==> src/logic/m16bm_pkg.sv <==
// Constants shared by the multiplexed 16-bit bus master.
package m16bm_pkg;
	localparam logic [3:0] CODE_RESERVED_LO = 4'h0;
	localparam logic [3:0] CODE_REFRESH     = 4'h1;
	localparam logic [3:0] CODE_IO          = 4'h2;
	localparam logic [3:0] CODE_HALT        = 4'h3;
	localparam logic [3:0] CODE_IACK_A      = 4'h4;
	localparam logic [3:0] CODE_IACK_NMI    = 4'h5;
	localparam logic [3:0] CODE_IACK_B      = 4'h6;
	localparam logic [3:0] CODE_IACK_C      = 4'h7;
	localparam logic [3:0] CODE_MEM_CACHE   = 4'h8;
	localparam logic [3:0] CODE_MEM_NOCACHE = 4'h9;
	localparam logic [3:0] CODE_COP_MEM     = 4'hA;
	localparam logic [3:0] CODE_RESERVED_HI = 4'hB;
	localparam logic [3:0] CODE_TPL_NEXT    = 4'hC;
	localparam logic [3:0] CODE_TPL_FIRST   = 4'hD;
	localparam logic [3:0] CODE_COP_CPU     = 4'hE;
	localparam logic [3:0] CODE_TEST_SET    = 4'hF;

	// Clock edges per bus cycle: phase 0 is the high half, phase 1 the low half.
	localparam int         CLK_PERIOD_NS    = 10;
	localparam int         BUS_CYCLE_NS     = 20;
	localparam int         BUS_CYCLE_CLKS   = BUS_CYCLE_NS / CLK_PERIOD_NS;
	localparam int         MEM_CYCLES       = 3;
	localparam int         BURST_BEATS      = 4;
	localparam logic [3:0] IACK_MIN_WAITS   = 4'h2;
	localparam int         AUTO_WAIT_W      = 4;
	localparam logic [2:0] BURST_ALIGN_MASK = 3'h7;
	localparam int         PIN_COUNT        = 8;
	localparam logic [7:0] PIN_RESET        = 8'h7F;

	typedef enum logic [5:0] {
		ST_IDLE = 6'b000001,
		ST_T1   = 6'b000010,
		ST_T2   = 6'b000100,
		ST_TA   = 6'b001000,
		ST_T3   = 6'b010000,
		ST_DISC = 6'b100000
	} m16bm_state_t;
endpackage : m16bm_pkg

==> src/logic/m16bm_master.sv <==
// Transaction engine for the multiplexed 16-bit address/data bus master.
// Overview of operation
// - Pause low blocks coprocessor transfers and new instructions.
// - Only bus owner starts; one transaction at once.
// - Bus claim: disconnect, release bus, then grant.
// - Interrupt request answered by acknowledge transaction.
// - Address strobe low then high; codes valid.
// - Acknowledge codes: A 0100, NMI 0101, B 0110, C 0111.
// - Memory 1000/1001 by cacheability; test-and-set 1111.
// - Template first 1101, next 1100; coprocessor-memory 1010.
// - Code 1110 carries no address; lines undefined.
// - Refresh 0001, I/O 0010, halt 0011.
// - Address valid at strobe rise with output enable.
// - Data strobe times data; refresh, halt never assert.
// - Write data driven, output enable held through strobe.
// - Reads float lines, input enable, sample before rise.
// - Wait sampled at falling edge; low adds cycles.
// - Programmed automatic wait cycles are inserted.
// - Memory transaction is three bus cycles unextended.
// - Odd bytes low lane, even bytes high lane.
// - Byte writes replicate byte on both lanes.
// - Words swapped: high byte on low lane.
// - Burst: one address strobe, data strobe held low over four beats, aligned.
// - Bursts only to regions marked burst-capable.
module m16bm_master #(
	parameter int AUTO_WAIT_W = m16bm_pkg::AUTO_WAIT_W
) (
	input  wire logic                   clk,
	input  wire logic                   rst,
	input  wire logic                   bus_width_strap,
	input  wire logic                   pause_n,
	input  wire logic                   wait_n,
	input  wire logic                   bus_claim_in_n,
	input  wire logic                   nmi_req_n,
	input  wire logic                   int_a_req_n,
	input  wire logic                   int_b_req_n,
	input  wire logic                   int_c_req_n,
	input  wire logic [AUTO_WAIT_W-1:0] auto_wait_cycles,
	input  wire logic [1:0]             burst_capable_half,
	input  wire logic                   req_valid,
	input  wire logic [3:0]             req_code,
	input  wire logic                   req_write,
	input  wire logic                   req_byte,
	input  wire logic                   req_burst,
	input  wire logic                   req_new_instr,
	input  wire logic [15:0]            req_addr,
	input  wire logic [15:0]            req_wdata,
	input  wire logic [15:0]            muxed_addr_data_lines_in,
	output logic                        req_ready,
	output logic                        rsp_valid,
	output logic                        rsp_err,
	output logic                        rsp_last,
	output logic [15:0]                 rsp_rdata,
	output logic                        address_strobe_n,
	output logic                        data_strobe_n,
	output logic [3:0]                  bus_cycle_type_code,
	output logic                        read_write_n,
	output logic                        byte_word,
	output logic                        output_enable_n,
	output logic                        input_direction_enable_n,
	output logic [15:0]                 muxed_addr_data_lines_out,
	output logic                        muxed_addr_data_lines_oe,
	output logic                        bus_ctrl_oe,
	output logic                        bus_grant_out_n,
	output logic                        bus_mode_16
);
	if (AUTO_WAIT_W < 2 || AUTO_WAIT_W > 8) begin : g_bad_width
		$error("auto wait width must be 2 to 8");
	end

	// Pin synchronisers: three flops, a change counts when stages two and three agree.
	logic [7:0] pin_raw;
	logic [7:0] pin_s1_reg;
	logic [7:0] pin_s2_reg;
	logic [7:0] pin_s3_reg;
	logic [7:0] pin_q_reg;
	assign pin_raw = {bus_width_strap, pause_n, wait_n, bus_claim_in_n,
		nmi_req_n, int_c_req_n, int_b_req_n, int_a_req_n};
	genvar gi;
	generate
		for (gi = 0; gi < m16bm_pkg::PIN_COUNT; gi++) begin : g_sync
			// The strap stays out of reset so that its level is settled when reset ends.
			always_ff @(posedge clk) begin
				if (rst && gi != m16bm_pkg::PIN_COUNT - 1) begin
					pin_s1_reg[gi] <= m16bm_pkg::PIN_RESET[gi];
					pin_s2_reg[gi] <= m16bm_pkg::PIN_RESET[gi];
					pin_s3_reg[gi] <= m16bm_pkg::PIN_RESET[gi];
					pin_q_reg[gi]  <= m16bm_pkg::PIN_RESET[gi];
				end else begin
					pin_s1_reg[gi] <= pin_raw[gi];
					pin_s2_reg[gi] <= pin_s1_reg[gi];
					pin_s3_reg[gi] <= pin_s2_reg[gi];
					if (pin_s2_reg[gi] == pin_s3_reg[gi]) begin
						pin_q_reg[gi] <= pin_s3_reg[gi];
					end
				end
			end
		end
	endgenerate

	wire int_a_q   = ~pin_q_reg[0];
	wire int_b_q   = ~pin_q_reg[1];
	wire int_c_q   = ~pin_q_reg[2];
	wire nmi_low_q = ~pin_q_reg[3];
	wire claim_q   = ~pin_q_reg[4];
	wire wait_q    = ~pin_q_reg[5];
	wire pause_q   = ~pin_q_reg[6];
	wire strap_q   = pin_q_reg[7];

	m16bm_pkg::m16bm_state_t state_reg;
	m16bm_pkg::m16bm_state_t state_next;
	logic                   ph_reg;
	logic                   mode_cap_reg;
	logic                   nmi_prev_reg;
	logic                   nmi_pend_reg;
	logic [3:0]             code_reg;
	logic                   wr_reg;
	logic                   byte_reg;
	logic                   burst_reg;
	logic                   iack_reg;
	logic [15:0]            addr_reg;
	logic [15:0]            wdata_reg;
	logic [AUTO_WAIT_W-1:0] wcnt_reg;
	logic [1:0]             beat_reg;

	// Bus width is caught once, on the first clock after reset is released.
	always_ff @(posedge clk) begin
		if (rst) begin
			mode_cap_reg <= 1'b0;
			bus_mode_16  <= 1'b0;
		end else if (!mode_cap_reg) begin
			mode_cap_reg <= 1'b1;
			bus_mode_16  <= strap_q;
		end
	end

	// Request decode and acceptance.
	wire req_cop    = (req_code == m16bm_pkg::CODE_COP_MEM) ||
		(req_code == m16bm_pkg::CODE_TPL_NEXT) ||
		(req_code == m16bm_pkg::CODE_TPL_FIRST) ||
		(req_code == m16bm_pkg::CODE_COP_CPU);
	wire req_rsvd   = (req_code == m16bm_pkg::CODE_RESERVED_LO) ||
		(req_code == m16bm_pkg::CODE_RESERVED_HI);
	wire pause_ok   = !(pause_q && (req_cop || req_new_instr));
	wire in_idle    = (state_reg == m16bm_pkg::ST_IDLE);
	wire take       = in_idle && req_valid && req_ready && pause_ok;
	wire take_bus   = take && !req_rsvd;
	wire claim_go   = in_idle && !take && claim_q;
	wire nmi_fall   = nmi_low_q && !nmi_prev_reg;
	wire irq_any    = nmi_pend_reg || int_a_q || int_b_q || int_c_q;
	wire irq_go     = in_idle && !take && !claim_q && mode_cap_reg && irq_any;
	wire burst_ok   = req_burst && bus_mode_16 && !req_write && !req_byte &&
		burst_capable_half[req_addr[15]];

	// Acknowledge code by priority: NMI, then lines A, B, C.
	wire [3:0] irq_code = nmi_pend_reg ? m16bm_pkg::CODE_IACK_NMI :
		int_a_q ? m16bm_pkg::CODE_IACK_A :
		int_b_q ? m16bm_pkg::CODE_IACK_B : m16bm_pkg::CODE_IACK_C;

	wire no_data    = (code_reg == m16bm_pkg::CODE_REFRESH) ||
		(code_reg == m16bm_pkg::CODE_HALT);
	wire no_addr    = (code_reg == m16bm_pkg::CODE_COP_CPU);
	wire cop_data   = (code_reg == m16bm_pkg::CODE_COP_MEM);
	wire cyc_end    = ph_reg;
	wire hold_wait  = wait_q && !no_data;
	wire last_beat  = !burst_reg || (beat_reg == 2'(m16bm_pkg::BURST_BEATS - 1));
	wire t3_done    = (state_reg == m16bm_pkg::ST_T3) && cyc_end && !hold_wait;
	wire [AUTO_WAIT_W-1:0] iack_waits = auto_wait_cycles + AUTO_WAIT_W'(m16bm_pkg::IACK_MIN_WAITS);

	always_comb begin
		state_next = state_reg;
		case (state_reg)
			m16bm_pkg::ST_IDLE: begin
				if (take_bus || irq_go) begin
					state_next = m16bm_pkg::ST_T1;
				end else if (claim_go) begin
					state_next = m16bm_pkg::ST_DISC;
				end
			end
			m16bm_pkg::ST_T1: begin
				if (cyc_end) begin
					state_next = m16bm_pkg::ST_T2;
				end
			end
			m16bm_pkg::ST_T2: begin
				if (cyc_end) begin
					state_next = (wcnt_reg != '0) ? m16bm_pkg::ST_TA : m16bm_pkg::ST_T3;
				end
			end
			m16bm_pkg::ST_TA: begin
				if (cyc_end && wcnt_reg == AUTO_WAIT_W'(1)) begin
					state_next = m16bm_pkg::ST_T3;
				end
			end
			m16bm_pkg::ST_T3: begin
				if (t3_done) begin
					state_next = last_beat ? m16bm_pkg::ST_IDLE : m16bm_pkg::ST_T2;
				end
			end
			m16bm_pkg::ST_DISC: begin
				if (!claim_q) begin
					state_next = m16bm_pkg::ST_IDLE;
				end
			end
			default: begin
				state_next = m16bm_pkg::ST_IDLE;
			end
		endcase
	end

	always_ff @(posedge clk) begin
		if (rst) begin
			state_reg <= m16bm_pkg::ST_IDLE;
			ph_reg    <= 1'b0;
		end else begin
			state_reg <= state_next;
			ph_reg    <= (state_next == m16bm_pkg::ST_IDLE || state_next == m16bm_pkg::ST_DISC ||
				state_next != state_reg) ? 1'b0 : ~ph_reg;
		end
	end

	// The NMI edge is held until its acknowledge starts; a new edge wins over the clear.
	always_ff @(posedge clk) begin
		if (rst) begin
			nmi_prev_reg <= 1'b0;
			nmi_pend_reg <= 1'b0;
		end else begin
			nmi_prev_reg <= nmi_low_q;
			if (nmi_fall) begin
				nmi_pend_reg <= 1'b1;
			end else if (irq_go && nmi_pend_reg) begin
				nmi_pend_reg <= 1'b0;
			end
		end
	end

	// Transaction fields are loaded at start; the auto wait count runs on the first beat only.
	always_ff @(posedge clk) begin
		if (rst) begin
			code_reg  <= m16bm_pkg::CODE_MEM_CACHE;
			wr_reg    <= 1'b0;
			byte_reg  <= 1'b0;
			burst_reg <= 1'b0;
			iack_reg  <= 1'b0;
			addr_reg  <= 16'h0000;
			wdata_reg <= 16'h0000;
			wcnt_reg  <= '0;
			beat_reg  <= 2'h0;
		end else if (take_bus) begin
			code_reg  <= req_code;
			wr_reg    <= req_write;
			byte_reg  <= req_byte;
			burst_reg <= burst_ok;
			iack_reg  <= 1'b0;
			addr_reg  <= burst_ok ? {req_addr[15:3], 3'h0} : req_addr;
			wdata_reg <= req_wdata;
			wcnt_reg  <= auto_wait_cycles;
			beat_reg  <= 2'h0;
		end else if (irq_go) begin
			code_reg  <= irq_code;
			wr_reg    <= 1'b0;
			byte_reg  <= 1'b0;
			burst_reg <= 1'b0;
			iack_reg  <= 1'b1;
			wcnt_reg  <= iack_waits;
			beat_reg  <= 2'h0;
		end else if (state_reg == m16bm_pkg::ST_TA && cyc_end) begin
			wcnt_reg <= wcnt_reg - AUTO_WAIT_W'(1);
		end else if (t3_done && !last_beat) begin
			beat_reg <= beat_reg + 2'h1;
			wcnt_reg <= '0;
		end
	end

	// Pin view lags the state by one clock, so this edge closes the high half of T1.. T3.
	wire ds_span    = (state_reg == m16bm_pkg::ST_T2) || (state_reg == m16bm_pkg::ST_TA) ||
		(state_reg == m16bm_pkg::ST_T3);
	wire in_tx      = (state_reg == m16bm_pkg::ST_T1) || ds_span;
	wire as_low     = (state_reg == m16bm_pkg::ST_T1) && !ph_reg;
	wire ds_low     = ds_span && !no_data;
	wire drive_addr = (state_reg == m16bm_pkg::ST_T1) && !no_addr;
	wire drive_data = ds_low && wr_reg && !cop_data;
	wire read_in    = ds_low && !wr_reg && !cop_data;
	wire [15:0] wr_lanes = byte_reg ? {wdata_reg[7:0], wdata_reg[7:0]} :
		{wdata_reg[7:0], wdata_reg[15:8]};
	wire [15:0] ad_next  = drive_addr ? addr_reg : drive_data ? wr_lanes : 16'h0000;
	wire [15:0] rd_word  = {muxed_addr_data_lines_in[7:0], muxed_addr_data_lines_in[15:8]};
	wire [7:0]  rd_byte  = addr_reg[0] ? muxed_addr_data_lines_in[7:0] :
		muxed_addr_data_lines_in[15:8];

	always_ff @(posedge clk) begin
		if (rst) begin
			address_strobe_n          <= 1'b1;
			data_strobe_n             <= 1'b1;
			bus_cycle_type_code       <= m16bm_pkg::CODE_MEM_CACHE;
			read_write_n              <= 1'b1;
			byte_word                 <= 1'b0;
			output_enable_n           <= 1'b1;
			input_direction_enable_n  <= 1'b1;
			muxed_addr_data_lines_out <= 16'h0000;
			muxed_addr_data_lines_oe  <= 1'b0;
			bus_ctrl_oe               <= 1'b0;
			bus_grant_out_n           <= 1'b1;
		end else begin
			address_strobe_n          <= ~as_low;
			data_strobe_n             <= ~ds_low;
			if (in_tx) begin
				bus_cycle_type_code <= code_reg;
				read_write_n        <= ~wr_reg;
				byte_word           <= byte_reg;
			end
			output_enable_n           <= ~(drive_addr || drive_data);
			input_direction_enable_n  <= ~read_in;
			muxed_addr_data_lines_out <= ad_next;
			muxed_addr_data_lines_oe  <= drive_addr || drive_data;
			bus_ctrl_oe               <= (state_reg != m16bm_pkg::ST_DISC);
			bus_grant_out_n           <= ~((state_reg == m16bm_pkg::ST_DISC) && !bus_ctrl_oe);
		end
	end

	// Read data is taken at the falling edge that ends the strobe's last high half.
	always_ff @(posedge clk) begin
		if (rst) begin
			req_ready <= 1'b0;
			rsp_valid <= 1'b0;
			rsp_err   <= 1'b0;
			rsp_last  <= 1'b0;
			rsp_rdata <= 16'h0000;
		end else begin
			req_ready <= (state_next == m16bm_pkg::ST_IDLE) && mode_cap_reg && !take;
			rsp_valid <= (t3_done && !iack_reg) || (take && req_rsvd);
			rsp_err   <= take && req_rsvd;
			rsp_last  <= (t3_done && last_beat && !iack_reg) || (take && req_rsvd);
			if (t3_done && !wr_reg && !no_data) begin
				rsp_rdata <= byte_reg ? {8'h00, rd_byte} : rd_word;
			end
		end
	end

	// Helper: count clocks from one address strobe fall to the next idle.
	logic [7:0] tx_len_reg;
	always_ff @(posedge clk) begin
		if (rst || state_reg == m16bm_pkg::ST_IDLE) begin
			tx_len_reg <= 8'h00;
		end else if (tx_len_reg != 8'hFF) begin
			tx_len_reg <= tx_len_reg + 8'h01;
		end
	end

	property p_code_legal;
		@(posedge clk) disable iff (rst) $fell(address_strobe_n) |->
			bus_cycle_type_code != 4'h0 && bus_cycle_type_code != 4'hB;
	endproperty
	a_code_legal: assert property (p_code_legal) else $error("reserved code driven");

	property p_as_pulse;
		@(posedge clk) disable iff (rst) $fell(address_strobe_n) |=> $rose(address_strobe_n) ##0
			$stable(bus_cycle_type_code) ##0 $stable(read_write_n);
	endproperty
	a_as_pulse: assert property (p_as_pulse) else $error("strobe or code not stable");

	property p_no_ds_refresh;
		@(posedge clk) disable iff (rst) !address_strobe_n && (bus_cycle_type_code == 4'h1 ||
			bus_cycle_type_code == 4'h3) |-> data_strobe_n [*8];
	endproperty
	a_no_ds_refresh: assert property (p_no_ds_refresh) else $error("strobe on no-data cycle");

	property p_addr_oe;
		@(posedge clk) disable iff (rst) !address_strobe_n && bus_cycle_type_code != 4'hE |->
			!output_enable_n && muxed_addr_data_lines_oe;
	endproperty
	a_addr_oe: assert property (p_addr_oe) else $error("address not driven");

	property p_read_float;
		@(posedge clk) disable iff (rst) !data_strobe_n && read_write_n |->
			!muxed_addr_data_lines_oe && output_enable_n;
	endproperty
	a_read_float: assert property (p_read_float) else $error("read lines not floated");

	property p_ie_read;
		@(posedge clk) disable iff (rst) !data_strobe_n && read_write_n &&
			bus_cycle_type_code != 4'hA |-> !input_direction_enable_n;
	endproperty
	a_ie_read: assert property (p_ie_read) else $error("input enable missing");

	property p_write_hold;
		@(posedge clk) disable iff (rst) !data_strobe_n && !read_write_n &&
			bus_cycle_type_code != 4'hA |-> !output_enable_n && muxed_addr_data_lines_oe;
	endproperty
	a_write_hold: assert property (p_write_hold) else $error("write drive dropped");

	property p_grant_after_release;
		@(posedge clk) disable iff (rst) $fell(bus_grant_out_n) |-> !bus_ctrl_oe && !$past(bus_ctrl_oe);
	endproperty
	a_grant_after_release: assert property (p_grant_after_release) else $error("grant too early");

	property p_mem_len;
		@(posedge clk) disable iff (rst) t3_done && last_beat && !burst_reg && !iack_reg &&
			auto_wait_cycles == '0 && !$past(wait_q, 2) |-> tx_len_reg <= 8'd6;
	endproperty
	a_mem_len: assert property (p_mem_len) else $error("memory cycle too long");

	property p_wait_hold;
		@(posedge clk) disable iff (rst) state_reg == m16bm_pkg::ST_T3 && ph_reg && wait_q &&
			!no_data |=> state_reg == m16bm_pkg::ST_T3 ##1 state_reg == m16bm_pkg::ST_T3;
	endproperty
	a_wait_hold: assert property (p_wait_hold) else $error("wait ignored");

	property p_one_tx;
		@(posedge clk) disable iff (rst) !bus_grant_out_n |-> !bus_ctrl_oe && address_strobe_n;
	endproperty
	a_one_tx: assert property (p_one_tx) else $error("bus used while granted");

	c_burst: cover property (@(posedge clk) disable iff (rst) rsp_valid && rsp_last && burst_reg);
	c_grant: cover property (@(posedge clk) disable iff (rst) $fell(bus_grant_out_n));
	c_iack:  cover property (@(posedge clk) disable iff (rst) $rose(address_strobe_n) &&
		bus_cycle_type_code == 4'h5);
endmodule : m16bm_master

==> config.mk <==
export PLATFORM = sky130hd
export DESIGN_NAME = m16bm_master
export DESIGN_NICKNAME = d
export VERILOG_FILES = /design/src/logic/m16bm_pkg.sv /design/src/logic/m16bm_master.sv
export SDC_FILE = /design/constraint.sdc
export NUM_CORES = 1
export LEC_CHECK = 0
export BUFFER_PORTS_ARGS = -buffer_cell sky130_fd_sc_hd__clkbuf_2
export CORE_MARGIN = 2
export CORE_UTILIZATION = 53
export CTS_CLUSTER_DIAMETER = 80
export DETAILED_ROUTE_END_ITERATION = 7
export HOLD_SLACK_MARGIN = 0.06
export PLACE_DENSITY = 0.79
export RECOVER_POWER = 100
export SYNTH_ARGS = -nofsm -noshare
export SYNTH_HDL_FRONTEND = slang
export SYNTH_SLANG_ARGS = --single-unit
==> constraint.sdc <==
create_clock -name clk -period 3.3 [get_ports clk]
set_clock_uncertainty 0.05 [all_clocks]
set_input_delay 0.66 -clock clk [delete_from_list [all_inputs] [get_ports clk]]
set_output_delay 0.66 -clock clk [all_outputs]
set_load 0.1 [all_outputs]
# Word-level counts from Yosys, hierarchy flattened
# Cells that the tools add are included.
# W data, S select, Z words.
[word_totals]
in_bits = 73
reg_bits = 138
elab_cells = 227
out_inout_bits = 50
[classes]
muxes = 34
n_addsub = 3
n_lt_le_gt_ge = 1
eq_ne = 29
n_bitwise = 15
reduce_logical = 82
[ops]
columns = ["cell", "n"]
rows = [
  ["$mux W16", 3],
  ["$mux W6", 7],
  ["$logic_and A1 B1 Y1", 38],
  ["$pmux W6 S6", 1],
  ["$eq A4 B4 Y1 const B", 7],
  ["$mux W4", 6],
  ["$logic_or A1 B1 Y1", 19],
  ["$logic_not A1 Y1", 16],
  ["$mux W8", 2],
  ["$not A1 Y1", 15],
  ["$eq A6 B1 Y1 const B", 2],
  ["$eq A6 B6 Y1 const B", 2],
  ["$mux W1", 10],
  ["$eq A1 B1 Y1", 8],
  ["$eq A4 B1 Y1 const B", 2],
  ["$reduce_bool A4 Y1", 2],
  ["$eq A6 B2 Y1 const B", 1],
  ["$eq A6 B3 Y1 const B", 1],
  ["$eq A6 B4 Y1 const B", 1],
  ["$eq A6 B5 Y1 const B", 1],
  ["$mux W3", 2],
  ["$ne A6 B6 Y1", 1],
  ["$ne A6 B6 Y1 const B", 1],
  ["$mux W5", 1],
  ["12 further kinds", 15],
]

# Logic depth before layout (Yosys ltp)
[logic_depth]
ltp_word = 20
mapped_depth = 8

# Least setup slack after synthesis
# OpenSTA, ideal clock, no wires.
[synth_timing]
kind = "register to register"
from = "register req_ready"
to = "register wcnt_reg[2]"
arrival_time_ns = 2.218
stages_incl_launch_ff = 7
synth_period_minus_slack_ns = 2.360
setup_time_ns = 0.092
path_slack_ns = 0.940
n_path_buf = 1
cell_sequence = "dfxtp_1 > nand2_1 > a21oi_1 > a21o_1 > clkbuf_1 > nand3_1 > o32ai_1"
[synth_via]
elab_chain_len = 9
[synth_lines]
columns = ["element", "line_no", "source"]
rows = [
  ["start: declaration", "m16bm_master.sv:49", "output logic req_ready,"],
  ["start signal: assignment", "m16bm_master.sv:330", "req_ready <= (state_next == m16bm_pkg::ST_IDLE) && mode_cap_reg && !take;"],
  ["$logic_and A1 B1 Y1 * (2 in a row)", "m16bm_master.sv:146", "wire take = in_idle && req_valid && req_ready && pause_ok;"],
  ["$logic_not A1 Y1", "m16bm_master.sv:151", "wire irq_go = in_idle && !take && !claim_q && mode_cap_reg && irq_any;"],
  ["$logic_and A1 B1 Y1 (4 in a row)", "m16bm_master.sv:151", ""],
  ["$mux W4", "m16bm_master.sv:259", "end else if (irq_go) begin"],
  ["$mux W4", "m16bm_master.sv:249", "end else if (take_bus) begin"],
  ["end signal: assignment", "m16bm_master.sv:257", "wcnt_reg <= auto_wait_cycles;"],
  ["end signal: assignment", "m16bm_master.sv:265", "wcnt_reg <= iack_waits;"],
  ["end signal: assignment", "m16bm_master.sv:268", "wcnt_reg <= wcnt_reg - AUTO_WAIT_W'(1);"],
  ["end: declaration", "m16bm_master.sv:123", "logic [AUTO_WAIT_W-1:0] wcnt_reg;"],
]
# Mark *: on every way between the ends. The rest lies on a longest branch, timed or not.
# A chain may end at the register's enable or synchronous reset.

# Worst setup path after layout
[layout_timing]
from = "register state_reg[3]"
to = "register byte_word"
[layout_via]
elab_chain_len = 4
[layout_lines]
columns = ["element", "line_no", "source"]
rows = [
  ["start: declaration", "m16bm_master.sv:110", "m16bm_pkg::m16bm_state_t state_reg;"],
  ["start signal: assignment", "m16bm_master.sv:213", "state_reg <= m16bm_pkg::ST_IDLE;"],
  ["start signal: assignment", "m16bm_master.sv:216", "state_reg <= state_next;"],
  ["$eq A6 B3 Y1 or $eq A6 B4 Y1 (tied branches)", "m16bm_master.sv:276", "wire ds_span = (state_reg == m16bm_pkg::ST_T2) || (state_reg == m16bm_pkg::ST_TA) ||"],
  ["$logic_or A1 B1 Y1 (2 in a row)", "m16bm_master.sv:276", ""],
  ["$logic_or A1 B1 Y1 *", "m16bm_master.sv:278", "wire in_tx = (state_reg == m16bm_pkg::ST_T1) || ds_span;"],
  ["end signal: assignment", "m16bm_master.sv:310", "byte_word <= byte_reg;"],
  ["end: declaration", "m16bm_master.sv:58", "output logic byte_word,"],
]
# Marks and branches as above.

==> results.md <==
- Status: finished, violations left
- Failing checks: max-capacitance violations, max-slew violations
- GRT Overall Usage: 24.8%
- Worst setup SP type: flop
- FF+latch count, synth: 138
- Hold path start: bus_width_strap
- PwrDens: 570 nW/um^2
- Rows: 36
- Largest net degree at the start of global routing: 103
- Setup bufs post-CTS: 0
- Die height: 105 um
- Cts repair resizes: 0
- Area contributors post-synth: dfxtp_1 51%, nand2_1 6.4%, a21oi_1 5.8%, mux2i_1 4.3%, nor2_1 3.7%
- Max incr delay on CP: 1.32 ns
- Worst-skew pair later-pin latency: 0.52 ns
- Register area share after synthesis: 51.2%
- Die area: 11000 um^2
- Ys async rst share: 0%
- P&R area growth vs syn: 20.7%
- Worst slew pin tran: 1.97 ns
- WL/cell: 15.4 um
- Slowest-stage cell, CP: a211oi_1
- Vias in the first global route: 4641
- IO Pins: 123
- Fin crit period: 2.80 ns
- CP Cell Sequence: xor2_1, o211ai_1, a211oi_1, mux2i_1, nor2_1
- Final non-filler cell total: 864
- H-Tree Depth: 4
- Antenna Violating Nets Remaining: 0
- Total congestion overflow: 0
- Number of enable flip-flop cells after synthesis: 1
- Via count: 4774
- Crit path from: state_reg[3]
- DRC errors left: 0
- Critical Path RT: 3.58 ns
- Post-DP Area: 6080 um^2
- Synth Area per Inst: 8.91 um^2
- CTS root buffer: clkbuf_8
- Die X: 105 um
- Port bufs: 122
- Post-synth top area share: 50.6%
- # diodes: 0
- Post-layout util: 66.2%
- Buf/Inv on CP: 0
- Max VDD drop: 0.000420 V
- Synthesis Warnings: 0
- Clock transition at path regs: 0.06 ns
- Share of cells above drive strength 1: 19.0%
- Final clock period utilization by the worst path: 84.9%
- Initial Util: 54.9%
- CTS tree: done
- Hold Fails Final Rpt: 0
- Clk sinks: 138
- Crit path max fanout: 13
- Antenna violations before repair: 0
- Starting DRT DRC Count: 384
- Vias per inst: 5.53
- Fmax: 0.357 GHz
- Final Cell Area: 6530 um^2
- Mapped cell area: 5420 um^2
- Clock buffer depth: 2
- Final Wtd Congestion: 0.975
- Synth area leader: dfxtp_1
- Drt pass-1 iters: 5
- Hold Buf Count CTS: 0
- CP top delay family: compound AO/OA/AOI/OAI gates
- Main synth FF type: dfxtp_1
- Count leader, synth: dfxtp_1
- Core Area: 9860 um^2
- CTS buffer count: 17
- Rel. slew slack: -31.1%
- RSZ-0062 raised after global routing: no
- Most common library cells after synthesis: 137 x dfxtp_1, 92 x nand2_1, 63 x a21oi_1
- Setup tns final: 0 ns
- Final WL: 13.3 mm
- Crit end category: flop
- Net count after synthesis: 686
- Max Slew Vio Count: 112
- Detailed placement HPWL: 9.16 mm
- Gate Count Post-Synth: 608
- Final setup vio count: 0
- LEAKAGE: 2.50 nW
- Crit path DAT: 3.08 ns
- Crit path kind: flop to flop
- R2R Path Start: state_reg[3]
- Yosys cell types: 58
- Worst min-delay path class: input pin to flop
- Final #Nets: 796
- First-pass GRT wire length: 21.9 mm
- Inst Count DP: 832
- Max_cap viols: 2
routing by layer:
layer  vias to the layer above  routed length (um)  global-route usage (%)
met1                      2227                5550                    30.4
met3                        26                 929                    6.80
met4                         0                 266                    9.62
li1                       2348                   -                       -
met5                         -                   0                       0
met2                       173                6590                    41.4
through the flow:
| stage | hold WS, ns | setup slack (ns) | power, mW |
|---|---|---|---|
| 5_1_grt | 0.165 | 0.327 | 3.86 |
| 2_1_floorplan | 0.260 | 0.940 | 1.94 |
| 3_3_place_gp | 0.263 | 0.831 | 2.02 |
| 4_1_cts | 0.166 | 0.908 | 3.76 |
| 3_5_place_dp | 0.272 | 0.762 | 2.03 |
| 6_report | 0.191 | 0.498 | 3.73 |
where the power goes:
group | switching, mW | internal (mW)
logic | 0.150 | 0.0958
registers | 0.0366 | 1.71
clock network | 0.716 | 1.02
final timing paths:
path                                       to  cells past startpoint  slack, ns
worst max-delay path                byte_word                      5       0.50
worst min register to register  pin_s2_reg[7]                      0       0.29
worst max register to register      byte_word                      5       0.50
worst min-delay path            pin_s1_reg[7]                      1       0.19
layout by cell type (no fill, tap or decap), types with 4 or more instances in the layout:
master	count
a211oi_1	13
a21oi_1	63
a311oi_1	8
a31oi_1	5
buf_4	5
clkbuf_1	53
clkbuf_16	17
clkbuf_2	73
clkinv_4	4
dfxtp_1	137
ha_1	5
inv_1	11
mux2i_1	23
nand2_1	92
nand3_1	28
nand3b_1	10
nand4_1	6
nand4b_1	4
nor2_1	53
nor2b_1	5
nor3_1	12
o21ai_0	15
or2_2	23
or3_1	5
cells by family after synthesis:
logic type	Yosys count	share of synthesized area, %
compound gates	124	14.3
xor+xnor	6	0.971
fa+ha+maj	5	1.16
buf+inv	50	4.07
flops	138	51.2
mux	23	4.25
simple gates	262	24.1
final cells by class:
cell class,count,area [um^2]
sequential,138,2770
inverter,11,41.3
clock inverter,11,87.6
clock buffer,21,470
tap,133,166
fill,805,3330
timing repair buffer,130,598
multi-input combinational,420,2400
Power figures use the tool's default switching activity.
